--- src/addon_pkg.sv ---
// What this block does
// - Control and latency fields take CPU writes in add-on mode, else host writes.
// - Event flags are set only by hardware; writing one clears, zero keeps.
// - In add-on mode after configuration done, window bases steer target decode.
// - Both window base registers reset to zero.
// - Window base low 21 bits read 0x8 and never take part in compare.
// - Base bits 31:21 match address top bits, bits 27:21 masked by window mask.
// - Mask sets window size from 2 MB up to 256 MB.
// - A window base with all-zero address field never matches.
// - I/O locator reads 01 in bits 1:0; bits 31:2 decode interrupt register.
// - Memory locator reads zero in bits 3:0; bits 31:4 decode interrupt register.
// - Interrupt register bit 0 shows pending state; bits 31:1 read zero.
// - CPU read of enable register bit 3 returns the pending bit.
// - A PCI write to interrupt register bit 0 clears pending and releases INTA#, unless a CPU set arrives in the same cycle.
package addon_pkg;
  // ==========================================================
  // Sizes
  localparam int NUM_WIN = 2;
  localparam int MASK_W = 7;
  localparam int BASE_W = 11;
  // ==========================================================
  // Offsets from the register base
  localparam logic [8:0] OFF_PCI_CONTROL_WORD = 9'h104;
  localparam logic [8:0] OFF_PCI_EVENT_FLAGS = 9'h106;
  localparam logic [8:0] OFF_CACHE_LINE = 9'h10C;
  localparam logic [8:0] OFF_MASTER_LATENCY_COUNT = 9'h10D;
  localparam logic [8:0] OFF_TARGET_WINDOW_BASE_FIRST = 9'h114;
  localparam logic [8:0] OFF_TARGET_WINDOW_BASE_SECOND = 9'h118;
  localparam logic [8:0] OFF_INTERRUPT_IO_LOCATOR = 9'h11C;
  localparam logic [8:0] OFF_INTERRUPT_MEMORY_LOCATOR = 9'h120;
  localparam logic [8:0] OFF_PCI_ENABLE = 9'h074;
  localparam logic [NUM_WIN-1:0][8:0] OFF_WIN = {OFF_TARGET_WINDOW_BASE_SECOND,
                                                 OFF_TARGET_WINDOW_BASE_FIRST};
  // ==========================================================
  // Field positions and fixed values
  localparam int EVENT_FLAGS_POS = 16;
  localparam int LATENCY_POS = 8;
  localparam int BASE_POS = 21;
  localparam int IO_POS = 2;
  localparam int MEM_POS = 4;
  localparam int ENA_SET_INT_BIT = 3;
  localparam logic [20:0] WIN_LOW_CONST = 21'h00_0008;
  localparam logic [1:0] IO_SPACE = 2'h1;
  localparam logic [3:0] MEM_SPACE = 4'h0;
  localparam logic [15:0] EVENT_FLAGS_FIXED = 16'h0280;
  localparam logic [7:0] CACHE_LINE_WORDS = 8'h04;
  // ==========================================================
  // Values after reset
  localparam logic [15:0] CONTROL_RST = 16'h0000;
  localparam logic [15:0] EVENT_FLAGS_RST = 16'h0000;
  localparam logic [7:0] LATENCY_RST = 8'h00;
  localparam logic [BASE_W-1:0] WIN_BASE_RST = 11'h000;
  localparam logic [29:0] IO_LOCATOR_RST = 30'h0000_0000;
  localparam logic [27:0] MEM_LOCATOR_RST = 28'h000_0000;
  // ==========================================================
  // Sampled PCI side request
  typedef struct packed {
    logic cfg_wr;
    logic cfg_rd;
    logic io_wr;
    logic io_rd;
    logic mem_wr;
    logic mem_rd;
    logic [31:0] addr;
    logic [31:0] data;
    logic [3:0] be;
  } pci_in_t;

  // Byte lanes not enabled keep the old value.
  function automatic logic [31:0] merge_be(input logic [31:0] old_v, input logic [31:0] new_v,
                                           input logic [3:0] be);
    logic [31:0] r;
    r = old_v;
    for (int i = 0; i < 4; i++) begin
      if (be[i]) begin
        r[i*8 +: 8] = new_v[i*8 +: 8];
      end
    end
    return r;
  endfunction
endpackage

--- src/blk_link_if.sv ---
`timescale 1ns/100ps
interface blk_link_if;
  import addon_pkg::*;
  logic [NUM_WIN-1:0][BASE_W-1:0] win_base;
  logic [NUM_WIN-1:0][MASK_W-1:0] win_mask;
  logic [BASE_W-1:0] addr_hi;
  logic match_en;
  wire logic [NUM_WIN-1:0] win_hit;
  logic int_set;
  logic int_clr;
  logic int_pend;
  modport top_side(output win_base, win_mask, addr_hi, match_en, int_set, int_clr,
                   input win_hit, int_pend);
  modport win_side(input win_base, win_mask, addr_hi, match_en, output win_hit);
  modport int_side(input int_set, int_clr, output int_pend);
endinterface

--- src/addon_pci_window_bases_and_intr.sv ---
`timescale 1ns/100ps
module addon_pci_window_bases_and_intr (
  // Clock and reset
  input wire logic i_clk_sys,
  input wire logic i_rst,
  // Local mode and window masks
  input wire logic i_addon_mode,
  input wire logic i_config_done,
  input wire logic [addon_pkg::NUM_WIN-1:0][addon_pkg::MASK_W-1:0] i_win_mask,
  input wire logic [15:0] i_event_set,
  // CPU register port
  input wire logic i_cpu_wr,
  input wire logic i_cpu_rd,
  input wire logic [8:0] i_cpu_addr,
  input wire logic [31:0] i_cpu_wdata,
  input wire logic [3:0] i_cpu_be,
  output logic [31:0] o_cpu_rdata,
  output logic o_cpu_rvalid,
  // PCI side, sampled from the PCI clock domain
  input wire logic i_pci_clk,
  input wire logic i_pci_cfg_wr,
  input wire logic i_pci_cfg_rd,
  input wire logic i_pci_io_wr,
  input wire logic i_pci_io_rd,
  input wire logic i_pci_mem_wr,
  input wire logic i_pci_mem_rd,
  input wire logic [31:0] i_pci_addr,
  input wire logic [31:0] i_pci_data,
  input wire logic [3:0] i_pci_be,
  output logic [31:0] o_pci_rdata,
  output logic o_pci_rvalid,
  output logic [addon_pkg::NUM_WIN-1:0] o_win_hit,
  // Open-drain interrupt pin
  output logic o_inta_n_o,
  output logic o_inta_n_oe
);
  import addon_pkg::*;

  typedef struct packed {
    pci_in_t s1;
    pci_in_t s2;
    logic clk_s1;
    logic clk_s2;
    logic clk_prev;
    logic [15:0] pci_control_word;
    logic [15:0] pci_event_flags;
    logic [7:0] master_latency_count;
    logic [NUM_WIN-1:0][BASE_W-1:0] win_base;
    logic [29:0] io_locator_field;
    logic [27:0] memory_locator_field;
    logic [31:0] pci_rdata;
    logic pci_rvalid;
    logic [31:0] cpu_rdata;
    logic cpu_rvalid;
    logic [NUM_WIN-1:0] hit;
    logic inta_o;
    logic inta_oe;
  } state_t;

  state_t st_r;
  state_t st_nxt;
  pci_in_t p;
  logic pci_edge;
  logic io_hit;
  logic mem_hit;
  logic set_c;
  logic clr_c;
  logic [15:0] flag_clr;
  logic [31:0] w;
  logic [31:0] wc;

  blk_link_if lnk();

  window_match u_win (
    .lnk(lnk.win_side)
  );

  intr_flag u_int (
    .i_clk_sys(i_clk_sys),
    .i_rst(i_rst),
    .lnk(lnk.int_side)
  );

  // ==========================================================
  // Configuration read mux
  function automatic logic [31:0] cfg_read(input state_t s, input logic [8:0] a,
                                           input logic cpu);
    logic [31:0] r;
    r = '0;
    if (a[8:2] == OFF_PCI_CONTROL_WORD[8:2]) begin
      r = {s.pci_event_flags | EVENT_FLAGS_FIXED, s.pci_control_word};
    end else if (a[8:2] == OFF_CACHE_LINE[8:2]) begin
      r[LATENCY_POS +: 8] = s.master_latency_count;
      if (!cpu) begin
        r[7:0] = CACHE_LINE_WORDS;
      end
    end else if (!cpu && a[8:2] == OFF_INTERRUPT_IO_LOCATOR[8:2]) begin
      r = {s.io_locator_field, IO_SPACE};
    end else if (!cpu && a[8:2] == OFF_INTERRUPT_MEMORY_LOCATOR[8:2]) begin
      r = {s.memory_locator_field, MEM_SPACE};
    end
    for (int i = 0; i < NUM_WIN; i++) begin
      if (!cpu && a[8:2] == OFF_WIN[i][8:2]) begin
        r = {s.win_base[i], WIN_LOW_CONST};
      end
    end
    return r;
  endfunction

  // ==========================================================
  // Sampling and decode of the PCI side
  assign p = st_r.s2;
  assign pci_edge = st_r.clk_s2 & ~st_r.clk_prev;
  assign io_hit = (p.addr[31:IO_POS] == st_r.io_locator_field);
  assign mem_hit = (p.addr[31:MEM_POS] == st_r.memory_locator_field);

  assign lnk.win_base = st_r.win_base;
  assign lnk.win_mask = i_win_mask;
  assign lnk.addr_hi = p.addr[31:BASE_POS];
  assign lnk.match_en = i_addon_mode & i_config_done;
  assign lnk.int_set = set_c;
  assign lnk.int_clr = clr_c;

  // ==========================================================
  // Next state
  always_comb begin
    st_nxt = st_r;
    set_c = 1'b0;
    clr_c = 1'b0;
    flag_clr = '0;
    w = '0;
    wc = '0;
    // The PCI clock and every PCI input go through two stages together,
    // so the request seen at the detected edge is aligned with it.
    st_nxt.clk_s1 = i_pci_clk;
    st_nxt.clk_s2 = st_r.clk_s1;
    st_nxt.clk_prev = st_r.clk_s2;
    st_nxt.s1 = {i_pci_cfg_wr, i_pci_cfg_rd, i_pci_io_wr, i_pci_io_rd,
                 i_pci_mem_wr, i_pci_mem_rd, i_pci_addr, i_pci_data, i_pci_be};
    st_nxt.s2 = st_r.s1;
    st_nxt.pci_rvalid = 1'b0;
    st_nxt.cpu_rvalid = 1'b0;

    if (pci_edge && p.cfg_wr) begin
      wc = merge_be('0, p.data, p.be);
      if (p.addr[8:2] == OFF_PCI_CONTROL_WORD[8:2]) begin
        if (!i_addon_mode) begin
          w = merge_be({16'h0000, st_r.pci_control_word}, p.data, p.be);
          st_nxt.pci_control_word = w[15:0];
        end
        flag_clr = flag_clr | wc[EVENT_FLAGS_POS +: 16];
      end else if (p.addr[8:2] == OFF_MASTER_LATENCY_COUNT[8:2]) begin
        if (!i_addon_mode) begin
          st_nxt.master_latency_count = p.be[1] ? p.data[LATENCY_POS +: 8] :
                                        st_r.master_latency_count;
        end
      end else if (p.addr[8:2] == OFF_INTERRUPT_IO_LOCATOR[8:2]) begin
        w = merge_be({st_r.io_locator_field, IO_SPACE}, p.data, p.be);
        st_nxt.io_locator_field = w[31:IO_POS];
      end else if (p.addr[8:2] == OFF_INTERRUPT_MEMORY_LOCATOR[8:2]) begin
        w = merge_be({st_r.memory_locator_field, MEM_SPACE}, p.data, p.be);
        st_nxt.memory_locator_field = w[31:MEM_POS];
      end
      for (int i = 0; i < NUM_WIN; i++) begin
        if (p.addr[8:2] == OFF_WIN[i][8:2]) begin
          w = merge_be({st_r.win_base[i], WIN_LOW_CONST}, p.data, p.be);
          st_nxt.win_base[i] = w[31:BASE_POS];
        end
      end
    end
    if (pci_edge && p.cfg_rd) begin
      st_nxt.pci_rdata = cfg_read(st_r, p.addr[8:0], 1'b0);
      st_nxt.pci_rvalid = 1'b1;
    end

    if (pci_edge && ((p.io_wr && io_hit) || (p.mem_wr && mem_hit)) && p.be[0]) begin
      clr_c = 1'b1;
    end
    if (pci_edge && ((p.io_rd && io_hit) || (p.mem_rd && mem_hit))) begin
      st_nxt.pci_rdata = {31'h0000_0000, lnk.int_pend};
      st_nxt.pci_rvalid = 1'b1;
    end

    if (i_cpu_wr) begin
      wc = merge_be('0, i_cpu_wdata, i_cpu_be);
      if (i_cpu_addr[8:2] == OFF_PCI_CONTROL_WORD[8:2]) begin
        if (i_addon_mode) begin
          w = merge_be({16'h0000, st_r.pci_control_word}, i_cpu_wdata, i_cpu_be);
          st_nxt.pci_control_word = w[15:0];
        end
        flag_clr = flag_clr | wc[EVENT_FLAGS_POS +: 16];
      end else if (i_cpu_addr[8:2] == OFF_MASTER_LATENCY_COUNT[8:2]) begin
        if (i_addon_mode && i_cpu_be[1]) begin
          st_nxt.master_latency_count = i_cpu_wdata[LATENCY_POS +: 8];
        end
      end else if (i_cpu_addr[8:2] == OFF_PCI_ENABLE[8:2]) begin
        set_c = wc[ENA_SET_INT_BIT];
      end
    end
    if (i_cpu_rd) begin
      if (i_cpu_addr[8:2] == OFF_PCI_ENABLE[8:2]) begin
        st_nxt.cpu_rdata = '0;
        st_nxt.cpu_rdata[ENA_SET_INT_BIT] = lnk.int_pend;
      end else begin
        st_nxt.cpu_rdata = cfg_read(st_r, i_cpu_addr, 1'b1);
      end
      st_nxt.cpu_rvalid = 1'b1;
    end

    st_nxt.pci_event_flags = (st_r.pci_event_flags & ~flag_clr) | i_event_set;
    // Hits are levels that follow the sampled memory cycle.
    st_nxt.hit = (p.mem_rd || p.mem_wr) ? lnk.win_hit : '0;
    st_nxt.inta_oe = lnk.int_pend;
    st_nxt.inta_o = 1'b0;
  end

  always_ff @(posedge i_clk_sys or posedge i_rst) begin
    if (i_rst) begin
      st_r <= '0;
      st_r.pci_control_word <= CONTROL_RST;
      st_r.pci_event_flags <= EVENT_FLAGS_RST;
      st_r.master_latency_count <= LATENCY_RST;
      st_r.win_base <= {NUM_WIN{WIN_BASE_RST}};
      st_r.io_locator_field <= IO_LOCATOR_RST;
      st_r.memory_locator_field <= MEM_LOCATOR_RST;
    end else begin
      st_r <= st_nxt;
    end
  end

  assign o_cpu_rdata = st_r.cpu_rdata;
  assign o_cpu_rvalid = st_r.cpu_rvalid;
  assign o_pci_rdata = st_r.pci_rdata;
  assign o_pci_rvalid = st_r.pci_rvalid;
  assign o_win_hit = st_r.hit;
  assign o_inta_n_o = st_r.inta_o;
  assign o_inta_n_oe = st_r.inta_oe;

  genvar g;
  generate
    for (g = 0; g < NUM_WIN; g++) begin : g_chk

    end
  endgenerate
endmodule

--- src/window_match.sv ---
`timescale 1ns/100ps
module window_match (
  // Link to the register bank
  blk_link_if.win_side lnk
);
  import addon_pkg::*;

  genvar g;
  generate
    for (g = 0; g < NUM_WIN; g++) begin : g_win
      logic [BASE_W-1:0] care;
      assign care = ~{{(BASE_W-MASK_W){1'b0}}, lnk.win_mask[g]};
      assign lnk.win_hit[g] = lnk.match_en && (lnk.win_base[g] != WIN_BASE_RST) &&
                              (((lnk.win_base[g] ^ lnk.addr_hi) & care) == '0);
    end
  endgenerate
endmodule

--- src/intr_flag.sv ---
`timescale 1ns/100ps
module intr_flag (
  // Clock and reset
  input wire logic i_clk_sys,
  input wire logic i_rst,
  // Link to the register bank
  blk_link_if.int_side lnk
);
  import addon_pkg::*;

  typedef struct packed {
    logic pending;
  } intr_state_t;

  intr_state_t st_r;
  intr_state_t st_nxt;

  always_comb begin
    st_nxt = st_r;
    if (lnk.int_clr) begin
      st_nxt.pending = 1'b0;
    end
    // A set arriving with a clear wins, so no interrupt is lost.
    if (lnk.int_set) begin
      st_nxt.pending = 1'b1;
    end
  end

  always_ff @(posedge i_clk_sys or posedge i_rst) begin
    if (i_rst) begin
      st_r <= '0;
    end else begin
      st_r <= st_nxt;
    end
  end

  assign lnk.int_pend = st_r.pending;
endmodule

--- config.mk ---
export PLATFORM = sky130hd
export DESIGN_NAME = addon_pci_window_bases_and_intr
export DESIGN_NICKNAME = d
export VERILOG_FILES = /design/src/addon_pkg.sv /design/src/blk_link_if.sv /design/src/addon_pci_window_bases_and_intr.sv /design/src/window_match.sv /design/src/intr_flag.sv
export SDC_FILE = /design/constraint.sdc
export NUM_CORES = 1
export LEC_CHECK = 0
export ABC_AREA = 1
export BUFFER_PORTS_ARGS = -buffer_cell sky130_fd_sc_hd__buf_2
export CELL_PAD_IN_SITES_DETAIL_PLACEMENT = 0
export CELL_PAD_IN_SITES_GLOBAL_PLACEMENT = 1
export CORE_ASPECT_RATIO = 0.6
export CORE_MARGIN = 5
export CORE_UTILIZATION = 43
export CTS_CLUSTER_SIZE = 14
export DETAILED_ROUTE_END_ITERATION = 6
export PLACE_DENSITY = 0.87
export SLEW_MARGIN = 20
export SYNTH_ARGS = -nofsm -noshare
export SYNTH_HDL_FRONTEND = slang
export SYNTH_SLANG_ARGS = --single-unit
--- constraint.sdc ---
create_clock -name i_clk_sys -period 13.5 [get_ports i_clk_sys]
set_input_delay 1.35 -clock i_clk_sys [delete_from_list [all_inputs] [get_ports i_clk_sys]]
set_output_delay 1.35 -clock i_clk_sys [all_outputs]
set_load 0.01 [all_outputs]
==> flow_summary.yaml, run 1 <==
final_layout:
  final_cell_mix: "366 x nand2_1, 334 x dfrtp_1, 216 x buf_2"
  final_cells: 2060
  fin_nets: 1767
  final_area_sq_um: 16100
  fillers: 3062
  final_layout_size_suffix_gt1_share_pct: 19.9
  layout-area-overhead-vs-synth_pct: 14.0
  layout_commonest_cell: "nand2_1"
synth:
  yosys.area_share.adder_pct: 0
  netlist_instances: 1477
  synthXorXnorAreaFrac_pct: 3.23
  ys_types: 40
  synth_compound_area_share_pct: 10.9
  synth_edf_count: 0
  syn_area_sq_um: 14100
  synth_top_family_by_area: "simple AND/OR/NAND/NOR gates"
  synth_seq_area_share_pct: 59.2
  syn_area_per_cell_sq_um: 9.55
  synth.ff_latch_count: 334
  synth_area_leaders: "dfrtp_1 59%, nand2_1 9.7%, o21ai_0 5.9%, buf_4 3.6%, nand3_1 3.4%"
  synth_fp_nets: 1633
  yosys_warnings: 0
  synth_flop_cell: "dfrtp_1"
  synthSimpleGateAreaFrac_pct: 17.5
  async_flop_share_pct: 100
  yosysTopAreaCellShare_pct: 59.2
  synth_area_leader_cell: "dfrtp_1"
  synth.mux.area_fraction_pct: 0
timing:
  worst_slack_ns: 10.12
  rsz0062_at_grt: "false"
  slew_headroom_pct: 30.1
  hold_violations: 0
  fin_crit_sh_pct: 25.0
  setup_violations: 0
  post-route-min-period_ns: 3.38
  hold_ws_ns: 0.344
  finalMaxSlewViolations: 0
  max_slew.worst_pin.slew_ns: 1.04
  fin_skew_ns: 0.0190
  fmax_ghz: 0.296
  tns_ns: 0
detailed_routing:
  first_pass_iters: 5
  ant_nets: 0
  vias: 10800
  wl_per_cell_um: 20.5
  wl_mm: 42.2
  drt_iter0_drc: 1203
  via_per_inst: 5.26
  drc_errors: 0
floorplanning:
  rows: 51
  die_w_um: 244
  die_y_um: 150
  core_area_sq_um: 32400
  start_util_pct: 43.5
  ios: 226
  die_area_sq_um: 36700
clock_tree:
  cts_max_level: 2
  path_clk_slew_ns: 0.06
  cts_tree: "built"
  post_cts_resized: 0
  numClockSinks: 334
  cts_max_path_buffers: 3
  cts_setup_buffers: 0
  insertion_delay_ns: 0.52
  postCtsHoldBufs: 0
  numCtsBuffers: 34
  clk_root_buffer_cell: "clkbuf_16"
worst_hold_path:
  min_from: "st_nxt[220]$_DFF_PP0_"
  min_to: "p[27]$_DFF_PP0_"
  holdPathStages: 0
  hold_path_class: "reg -> reg"
power_and_ir_drop:
  p_int_w: 0.00163
  p_sw_share_pct: 23.0
  switchingPower_w: 0.000488
  seq_power_share_pct: 50.2
  power_density_nw_per_um2: 132
  total_leakage_power_nw: 7.83
  p_comb_share_pct: 5.2
  power_frac_clock_pct: 44.6
  ir_worst_vdd_uv: 85.2
placed_design:
  dp.cells: 1999
  io_buffers: 216
  dpl_cell_area_sq_um: 15000
  place_hpwl_mm: 31.7
  pre_cts_ws_ns: 9.55
  gp_congestion: 0.938
outcome:
  status: "finished clean"
setup_path:
  r2r_cells: 10
  r2r_start: "p[40]$_DFF_PP0_"
  cp.required_ns: 13.88
  r2r_setup_slack_ns: 10.62
  worstSetupPathType: "in -> reg"
  worstSetupEndpointType: "flip-flop"
  start_kind: "input pin"
  crit_arrival_ns: 3.76
  path_max_fanout: 27
  timing.rr.end: "o_pci_rdata[16]$_DFFE_PP0P_"
global_routing:
  grt_pass1_wl_mm: 64.1
  gr-total-overflow: 0
  antenna_found_initial: 3
  grtUsageTotal_pct: 23.0
  grt_pass1_vias: 10300
  grt_start_max_net_pins: 132
run:
  drv_cap: 0
-- sequential cells by signal (all words and copies together), names as in the netlist --
signal / count
o_inta_n_oe: 1
o_pci_rdata: 32
st_nxt: 74
o_cpu_rdata: 31
lnk.win_base: 22
u_int.lnk.int_pend: 1
o_win_hit: 2
lnk.addr_hi: 11
o_pci_rvalid: 1
p: 61
st_r: 97
o_cpu_rvalid: 1
-- layer usage --
layer | global-route usage [%] | share of wire, %
met1 | 38.5 | 50
met2 | 27.9 | 36
met3 | 7.45 | 12
met4 | 5.24 | 1.9
met5 | 0 | 0
-- stage by stage --
| stage | power (W) | utilization (%) |
|---|---|---|
| 2_1_floorplan | 0.00113 | - |
| 3_3_place_gp | 0.00119 | 46.2 |
| 3_5_place_dp | 0.00119 | 46.2 |
| 4_1_cts | 0.00214 | 49.6 |
| 5_1_grt | 0.00219 | 49.6 |
| 6_report | 0.00212 | 49.6 |
-- cells in the mapped netlist (3+ instances only) --
master     number
a21oi_1        19
a31o_2         14
buf_1           3
buf_2          18
buf_4          67
buf_6           8
clkbuf_1       27
dfrtp_1       334
inv_1         121
inv_2           8
nand2_1       366
nand3_1        95
nand3_2         5
nand4_1        21
nor2_1         48
nor3_1          7
nor4_1          6
o2111ai_1       8
o211ai_1       33
o21ai_0       165
o21ai_1        16
o22ai_1         6
or2_2          10
xnor2_1        47
xor2_1          5
-- critical path, stage by stage --
cell and delay [ns]:
buf_2 0.09, or2_1 0.11, nor2_1 0.04, nand2_1 0.48, clkinv_1 0.89, nand2_1 0.65
o21ai_0 0.14
-- kinds of logic (layout without fill, tap and decap cells) --
group                     count (synthesis)  in the layout
AOI/OAI and AO/OA                       266            266
and+or+nand+nor                         570            570
xor gates and xnor gates                 52             52
buffers and inverters                   254            409
other                                     1              5
DFF                                     334            334
-- worst max-delay path by stage --
| stage | start | depth (start not counted) | end |
|---|---|---|---|
| global route | i_cpu_addr[5] | 7 | o_cpu_rdata[7]$_DFFE_PP0P_ |
| floorplan | i_rst | 1 | lnk.addr_hi[0]$_DFF_PP0_ |
| detailed placement | i_cpu_addr[5] | 7 | o_cpu_rdata[7]$_DFFE_PP0P_ |
| CTS | i_cpu_addr[5] | 7 | o_cpu_rdata[7]$_DFFE_PP0P_ |
| finish | i_cpu_addr[4] | 7 | o_cpu_rdata[7]$_DFFE_PP0P_ |
| global placement | i_cpu_addr[5] | 7 | o_cpu_rdata[4]$_DFFE_PP0P_ |
-- final cells by class --
cell class | count | area, sq um | area share (%)
diodes | 4 | 10.0 | 0.0622
multi-input cells | 889 | 4460 | 27.7
well taps | 424 | 531 | 3.30
repair buffers | 221 | 1120 | 6.95
clock buffers | 48 | 1010 | 6.26
inverters | 131 | 504 | 3.13
clock inverters | 9 | 95.1 | 0.591
flip-flops and latches | 334 | 8360 | 52.0
-- power by group through the flow --
stage / Sequential (W) / Combinational, W / Clock (W)
2_1_floorplan: 0.00107 / 0.0000665 / 0
3_3_place_gp: 0.00108 / 0.000109 / 0
3_5_place_dp: 0.00108 / 0.000111 / 0
4_1_cts: 0.00106 / 0.000111 / 0.000966
5_1_grt: 0.00107 / 0.000125 / 0.00100
6_report: 0.00106 / 0.000110 / 0.000944
(Power assumes the default switching activity.)
==> inputs of run 2 (changes only) <==
Clock period 13.5 ns to 3.3 ns, I/O delays scaled along.
==> run 2 against run 1 <==
Clock power grew to 4.3 times the previous value; global-route usage grew 0.50 points; critical path depth grew 5; sequential power grew to 4.1 times the previous value; cell area grew 6.7%; combinational power grew to 5.0 times the previous value; die area is the same; critical endpoint is now o_pci_rdata[26]$_DFFE_PP0P_; largest cell class unchanged; largest power group unchanged.
==> flow_summary.yaml, run 2 (synthesized netlist as in run 1, its figures left out) <==
clock_tree:
  cts_max_path_buffers: 3
  post_cts_resized: 0
  postCtsHoldBufs: 83
  cts_setup_buffers: 0
  path_clk_slew_ns: 0.06
  cts_tree: "built"
  insertion_delay_ns: 0.53
  clk_root_buffer_cell: "clkbuf_16"
  numClockSinks: 334
  cts_max_level: 2
  numCtsBuffers: 34
detailed_routing:
  ant_nets: 0
  wl_mm: 43.2
  drc_errors: 0
  vias: 11200
  wl_met3_mm: 4.82
  first_pass_iters: 6
  drt_iter0_drc: 1135
  top_layer_used: "met4"
  via_per_inst: 5.18
  met1_length_mm: 21.1
  wl_per_cell_um: 20.0
  wl_met2_mm: 16.4
worst_hold_path:
  holdPathStages: 2
  hold_path_class: "in -> reg"
  min_from: "i_event_set[4]"
final_layout:
  layout-area-overhead-vs-synth_pct: 21.7
  antenna_cells: 0
  final_util_pct: 53.0
  layout_commonest_cell: "nand2_1"
  largest-register: "st_r"
  final_layout_size_suffix_gt1_share_pct: 19.6
  final_area_sq_um: 17200
  largest_reg_flops: 97
  fin_nets: 1865
  final_cell_mix: "366 x nand2_1, 334 x dfrtp_1, 216 x buf_2"
setup_path:
  crit_arrival_ns: 2.93
  r2r_setup_slack_ns: 0.82
  r2r_cells: 12
  start_kind: "flip-flop"
  r2r_start: "lnk.addr_hi[8]$_DFF_PP0_"
  worstSetupPathType: "reg -> reg"
  startpoint: "lnk.addr_hi[8]$_DFF_PP0_"
  cp.required_ns: 3.75
  path_max_fanout: 11
  worstSetupEndpointType: "flip-flop"
placed_design:
  dpl_cell_area_sq_um: 15200
  pre_cts_ws_ns: 0.905
  gp_congestion: 0.927
  io_buffers: 216
  place_hpwl_mm: 32.0
floorplanning:
  die_y_um: 150
  core_area_sq_um: 32400
  start_util_pct: 43.5
  die_area_sq_um: 36700
  rows: 51
  die_w_um: 244
  ios: 226
timing:
  fin_skew_ns: 0.0227
  hold_ws_ns: 0.0359
  rsz0062_at_grt: "false"
  finalMaxSlewViolations: 0
  slew_headroom_pct: 42.0
  post-route-min-period_ns: 2.48
  fin_crit_sh_pct: 75.1
  max_slew.worst_pin.slew_ns: 0.867
  hold_violations: 0
  setup_violations: 0
  fmax_ghz: 0.403
  worst_slack_ns: 0.820
global_routing:
  grt_start_max_net_pins: 77
  grtUsageTotal_pct: 23.5
  grt_pass1_wl_mm: 65.5
  grt_pass1_vias: 10700
  antenna_found_initial: 1
  gr-total-overflow: 0
outcome:
  status: "finished clean"
power_and_ir_drop:
  power_density_nw_per_um2: 523
  ir_worst_vdd_uv: 387
  total_leakage_power_nw: 8.30
run:
  drv_cap: 0
run 2: area by class of cell:
type                            instances  area [sq um]
Clock buffer                           50          1020
Clock inverter                         10           156
Fill cell                            2918         15300
Inverter                              131           500
Multi-Input combinational cell        889          4460
Sequential cell                       334          8360
Tap cell                              424           531
Timing Repair Buffer                  319          2140
run 2: layer usage:
metal  track usage (%)  vias up
met3              7.67       56
li1                  -     5217
met5                 0        -
met2              30.0      516
met1              38.0     5379
met4              5.61        0
run 2: stage by stage:
step,TNS [ns],std cells,total power [W]
floorplan,-498.53,1477,0.00464
global placement,0,2014,0.00488
finish,0,2157,0.00899
detailed placement,0,2014,0.00489
CTS,0,2157,0.00907
global route,0,2157,0.00933
run 2: path summary, 6_finish.rpt:
check                                               to
max                        o_pci_rdata[26]$_DFFE_PP0P_
min                                st_r[162]$_DFF_PP0_
max reg2reg                o_pci_rdata[26]$_DFFE_PP0P_
min reg2reg                             p[7]$_DFF_PP0_
max in group asynchronous               p[9]$_DFF_PP0_
min in group asynchronous        st_r[116]$_DFFE_PP0P_
run 2: worst max-delay path, stage by stage, from the launching register on:
cell	delay (ns)
dfrtp_1	0.43
inv_1	0.12
nand2_1	0.09
nand2_1	0.05
nand2_1	0.12
nor2_1	0.08
nand2_1	0.08
nor2_1	0.06
nand3_1	0.06
nand2_1	0.14
nor2_1	0.70
nand3_1	0.35
nand2_1	0.13
run 2: power by group:
group          switching [W]  total [W]  internal (W)
Sequential          0.000115    0.00435       0.00424
Combinational       0.000313   0.000546      0.000232
Clock                0.00162    0.00409       0.00247
Total                0.00204    0.00899       0.00694
==> inputs of run 3 (changes only) <==
Settings changed: ABC_AREA 1 to 0, CORE_UTILIZATION 43 to 45.
Clock period 3.3 ns to 2.29 ns, I/O delays scaled along.
==> run 3 against run 2 <==
Hold slack better by 0.0078 ns; sequential cell count unchanged; routed wire length down 4.6%; register-to-register slack worse by 0.81 ns; die area down 8.0%; synthesized cell count down 29%; critical path type unchanged; fmax up 8.9%; setup slack worse by 0.81 ns; utilization up 6.0 points; non-clock buffer count up 101; cell count down 16%; synthesized area down 4.2%.
==> flow_summary.yaml, run 3 <==
outcome:
  status: "finished clean"
setup_path:
  path_max_fanout: 11
  start_kind: "flip-flop"
  cp.required_ns: 2.75
  r2r_setup_slack_ns: 0.01
  worstSetupPathType: "reg -> reg"
  path_cells: "or4b_4 > or3_1 > buf_4 > nor2_4 > mux2_2"
  critPathBufInv: 1
  slowest_stage: "or4b_4"
  crit_arrival_ns: 2.73
  cp_top_family: "simple AND/OR/NAND/NOR gates"
  worstSetupEndpointType: "flip-flop"
  slowest_delay_ns: 0.58
global_routing:
  grt_pass1_vias: 10100
  use_met2_pct: 34.5
  use_met3_pct: 5.81
  antenna_found_initial: 1
  met1_usage_pct: 38.0
  grt_pass1_wl_mm: 62.1
  busiest_layer: "met1"
  gr-total-overflow: 0
  grtUsageTotal_pct: 24.3
  grt_start_max_net_pins: 61
clock_tree:
  cts_tree: "built"
  clk_root_buffer_cell: "clkbuf_16"
  path_clk_slew_ns: 0.07
  cts_max_level: 1
  numCtsBuffers: 31
  insertion_delay_ns: 0.57
  numClockSinks: 334
  cts_max_path_buffers: 3
timing:
  post-route-min-period_ns: 2.28
  slew_headroom_pct: 53.1
  fin_crit_sh_pct: 99.4
  fin_skew_ns: 0.0116
  max_slew.worst_pin.slew_ns: 0.702
  fmax_ghz: 0.439
  hold_ws_ns: 0.0437
  finalMaxSlewViolations: 0
  hold_violations: 0
  rsz0062_at_grt: "true"
  setup_violations: 0
synth:
  synth_fp_nets: 1201
  ys_types: 61
  synth_area_leader_cell: "dfrtp_1"
  yosys_warnings: 0
  syn_area_per_cell_sq_um: 12.9
  async_flop_share_pct: 100
  synth_flop_cell: "dfrtp_1"
  synth_area_leaders: "dfrtp_1 62%, mux2_2 7.2%, xor2_1 4.0%, buf_4 3.8%, a22o_1 2.4%"
  synth.ff_latch_count: 334
  synth_edf_count: 0
  yosysTopAreaCellShare_pct: 61.9
  syn_area_sq_um: 13500
  netlist_instances: 1045
  yosysMostFrequentCell: "dfrtp_1"
  synth_seq_area_share_pct: 61.9
  synth_commonest_cells: "334 x dfrtp_1, 86 x mux2_2, 79 x nand2_1, 68 x buf_4, 61 x xor2_1"
floorplanning:
  die_w_um: 234
  die_y_um: 144
  core_area_sq_um: 29800
  rows: 49
  die_area_sq_um: 33700
  ios: 226
  start_util_pct: 45.3
placed_design:
  io_buffers: 216
  gp_congestion: 0.894
  dp.cells: 1634
  place_hpwl_mm: 29.9
power_and_ir_drop:
  total_leakage_power_nw: 8.22
  power_density_nw_per_um2: 694
  ir_worst_vdd_uv: 497
  power_w: 0.0122
final_layout:
  fin_nets: 1542
  final_layout_size_suffix_gt1_share_pct: 34.4
  final_cells: 1813
  layout-area-overhead-vs-synth_pct: 30.0
  largest_reg_flops: 97
  largest-register: "st_r"
  layout_commonest_cell: "dfrtp_1"
  final_cell_mix: "330 x dfrtp_1, 216 x buf_2, 124 x dlygate4sd3_1"
  fillers: 2387
detailed_routing:
  first_pass_iters: 5
  ant_nets: 0
  wl_per_cell_um: 22.7
  drt_iter0_drc: 924
  via_per_inst: 5.45
  vias: 9872
  wl_mm: 41.2
  drc_errors: 0
worst_hold_path:
  hold_path_class: "in -> reg"
run:
  drv_cap: 0
run 3: cell count changes in the layout (fill, tap and decap cells not counted), sizes merged, moves of 30 or more:
cell / before / now
inv: 129 / 7
mux2: 0 / 88
nand2: 370 / 80
buf: 236 / 296
nand3: 100 / 18
o21ai: 181 / 23
xor2: 5 / 61
mux2i: 0 / 31
xnor2: 47 / 17
o211ai: 33 / 1
a22o: 0 / 37
dlygate4sd3: 83 / 124
run 3: cell type report:
type | instances | area [sq um] | area share (%)
multi-input combinational | 592 | 4560 | 26.0
sequential | 334 | 8360 | 47.6
antenna | 1 | 2.50 | 0.0143
clock inverter | 12 | 128 | 0.727
inverter | 7 | 30.0 | 0.171
timing repair buffer | 420 | 3130 | 17.8
tap | 408 | 510 | 2.91
clock buffer | 39 | 836 | 4.76
run 3: power by group:
part	leakage (nW)	switching (W)	internal, W	total, W
registers	4.21	0.000197	0.00610	0.00630
clock network	0.468	0.00224	0.00280	0.00503
logic	3.54	0.000433	0.000429	0.000862
total	8.22	0.00287	0.00932	0.0122
run 3: logic make-up (layout without fill, tap and decap cells):
kind of cell	count (synthesis)	count (layout)	share of synthesized area [%]
buffers and inverters	119	478	5.45
XOR/XNOR	78	78	5.06
AO/OA/AOI/OAI	186	186	10.2
multiplexers	119	119	9.63
other	1	2	0.0278
AND/OR/NAND/NOR	208	208	7.76
flip-flops	334	334	61.9
run 3: worst paths after layout:
| path | from | to | cells past startpoint |
|---|---|---|---|
| worst max-delay path | p[42]$_DFF_PP0_ | st_r[110]$_DFFE_PP0P_ | 5 |
| worst min-delay path | i_win_mask[10] | o_win_hit[1]$_DFF_PP0_ | 3 |
| worst max register to register | p[42]$_DFF_PP0_ | st_r[110]$_DFFE_PP0P_ | 5 |
| worst min register to register | st_nxt[224]$_DFF_PP0_ | p[31]$_DFF_PP0_ | 0 |
| max in group asynchronous | i_rst | st_nxt[257]$_DFF_PP0_ | 4 |
| min in group asynchronous | i_rst | p[68]$_DFF_PP0_ | 3 |
run 3: worst min-delay path: cells and delay by family:
kind,cells,cell delay [ns]
AOI/OAI and AO/OA,1,0.17
buffers and inverters,1,0.10
and+or+nand+nor,1,0.07
run 3: stage by stage:
stage / setup WS, ns / util [%] / setup TNS, ns / instance area [sq um]
2_1_floorplan: -2.40 / - / -802.14 / 13600
3_3_place_gp: -0.0603 / 51.0 / -1.49 / 15200
3_5_place_dp: -0.0928 / 51.0 / -1.64 / 15200
4_1_cts: 0.0129 / 58.6 / 0 / 17500
5_1_grt: -0.0338 / 58.9 / -0.135 / 17600
6_report: 0.0137 / 58.9 / 0 / 17600
run 3: what timing repair did:
| item | in CTS | in global routing |
|---|---|---|
| resized for setup | 8 | 21 |
| setup endpoints to repair | 48 | 74 |
| hold buffers | 124 | 0 |
| pin swaps | 1 | 9 |
| hold endpoints to repair | 129 | 0 |
| setup buffers | 1 | 2 |
run 3: routing by layer:
layer,vias to the layer above,part of all wire (%)
met5,-,0
li1,4340,-
met3,73,8.7
met2,452,43
met1,5007,46
met4,0,2.3
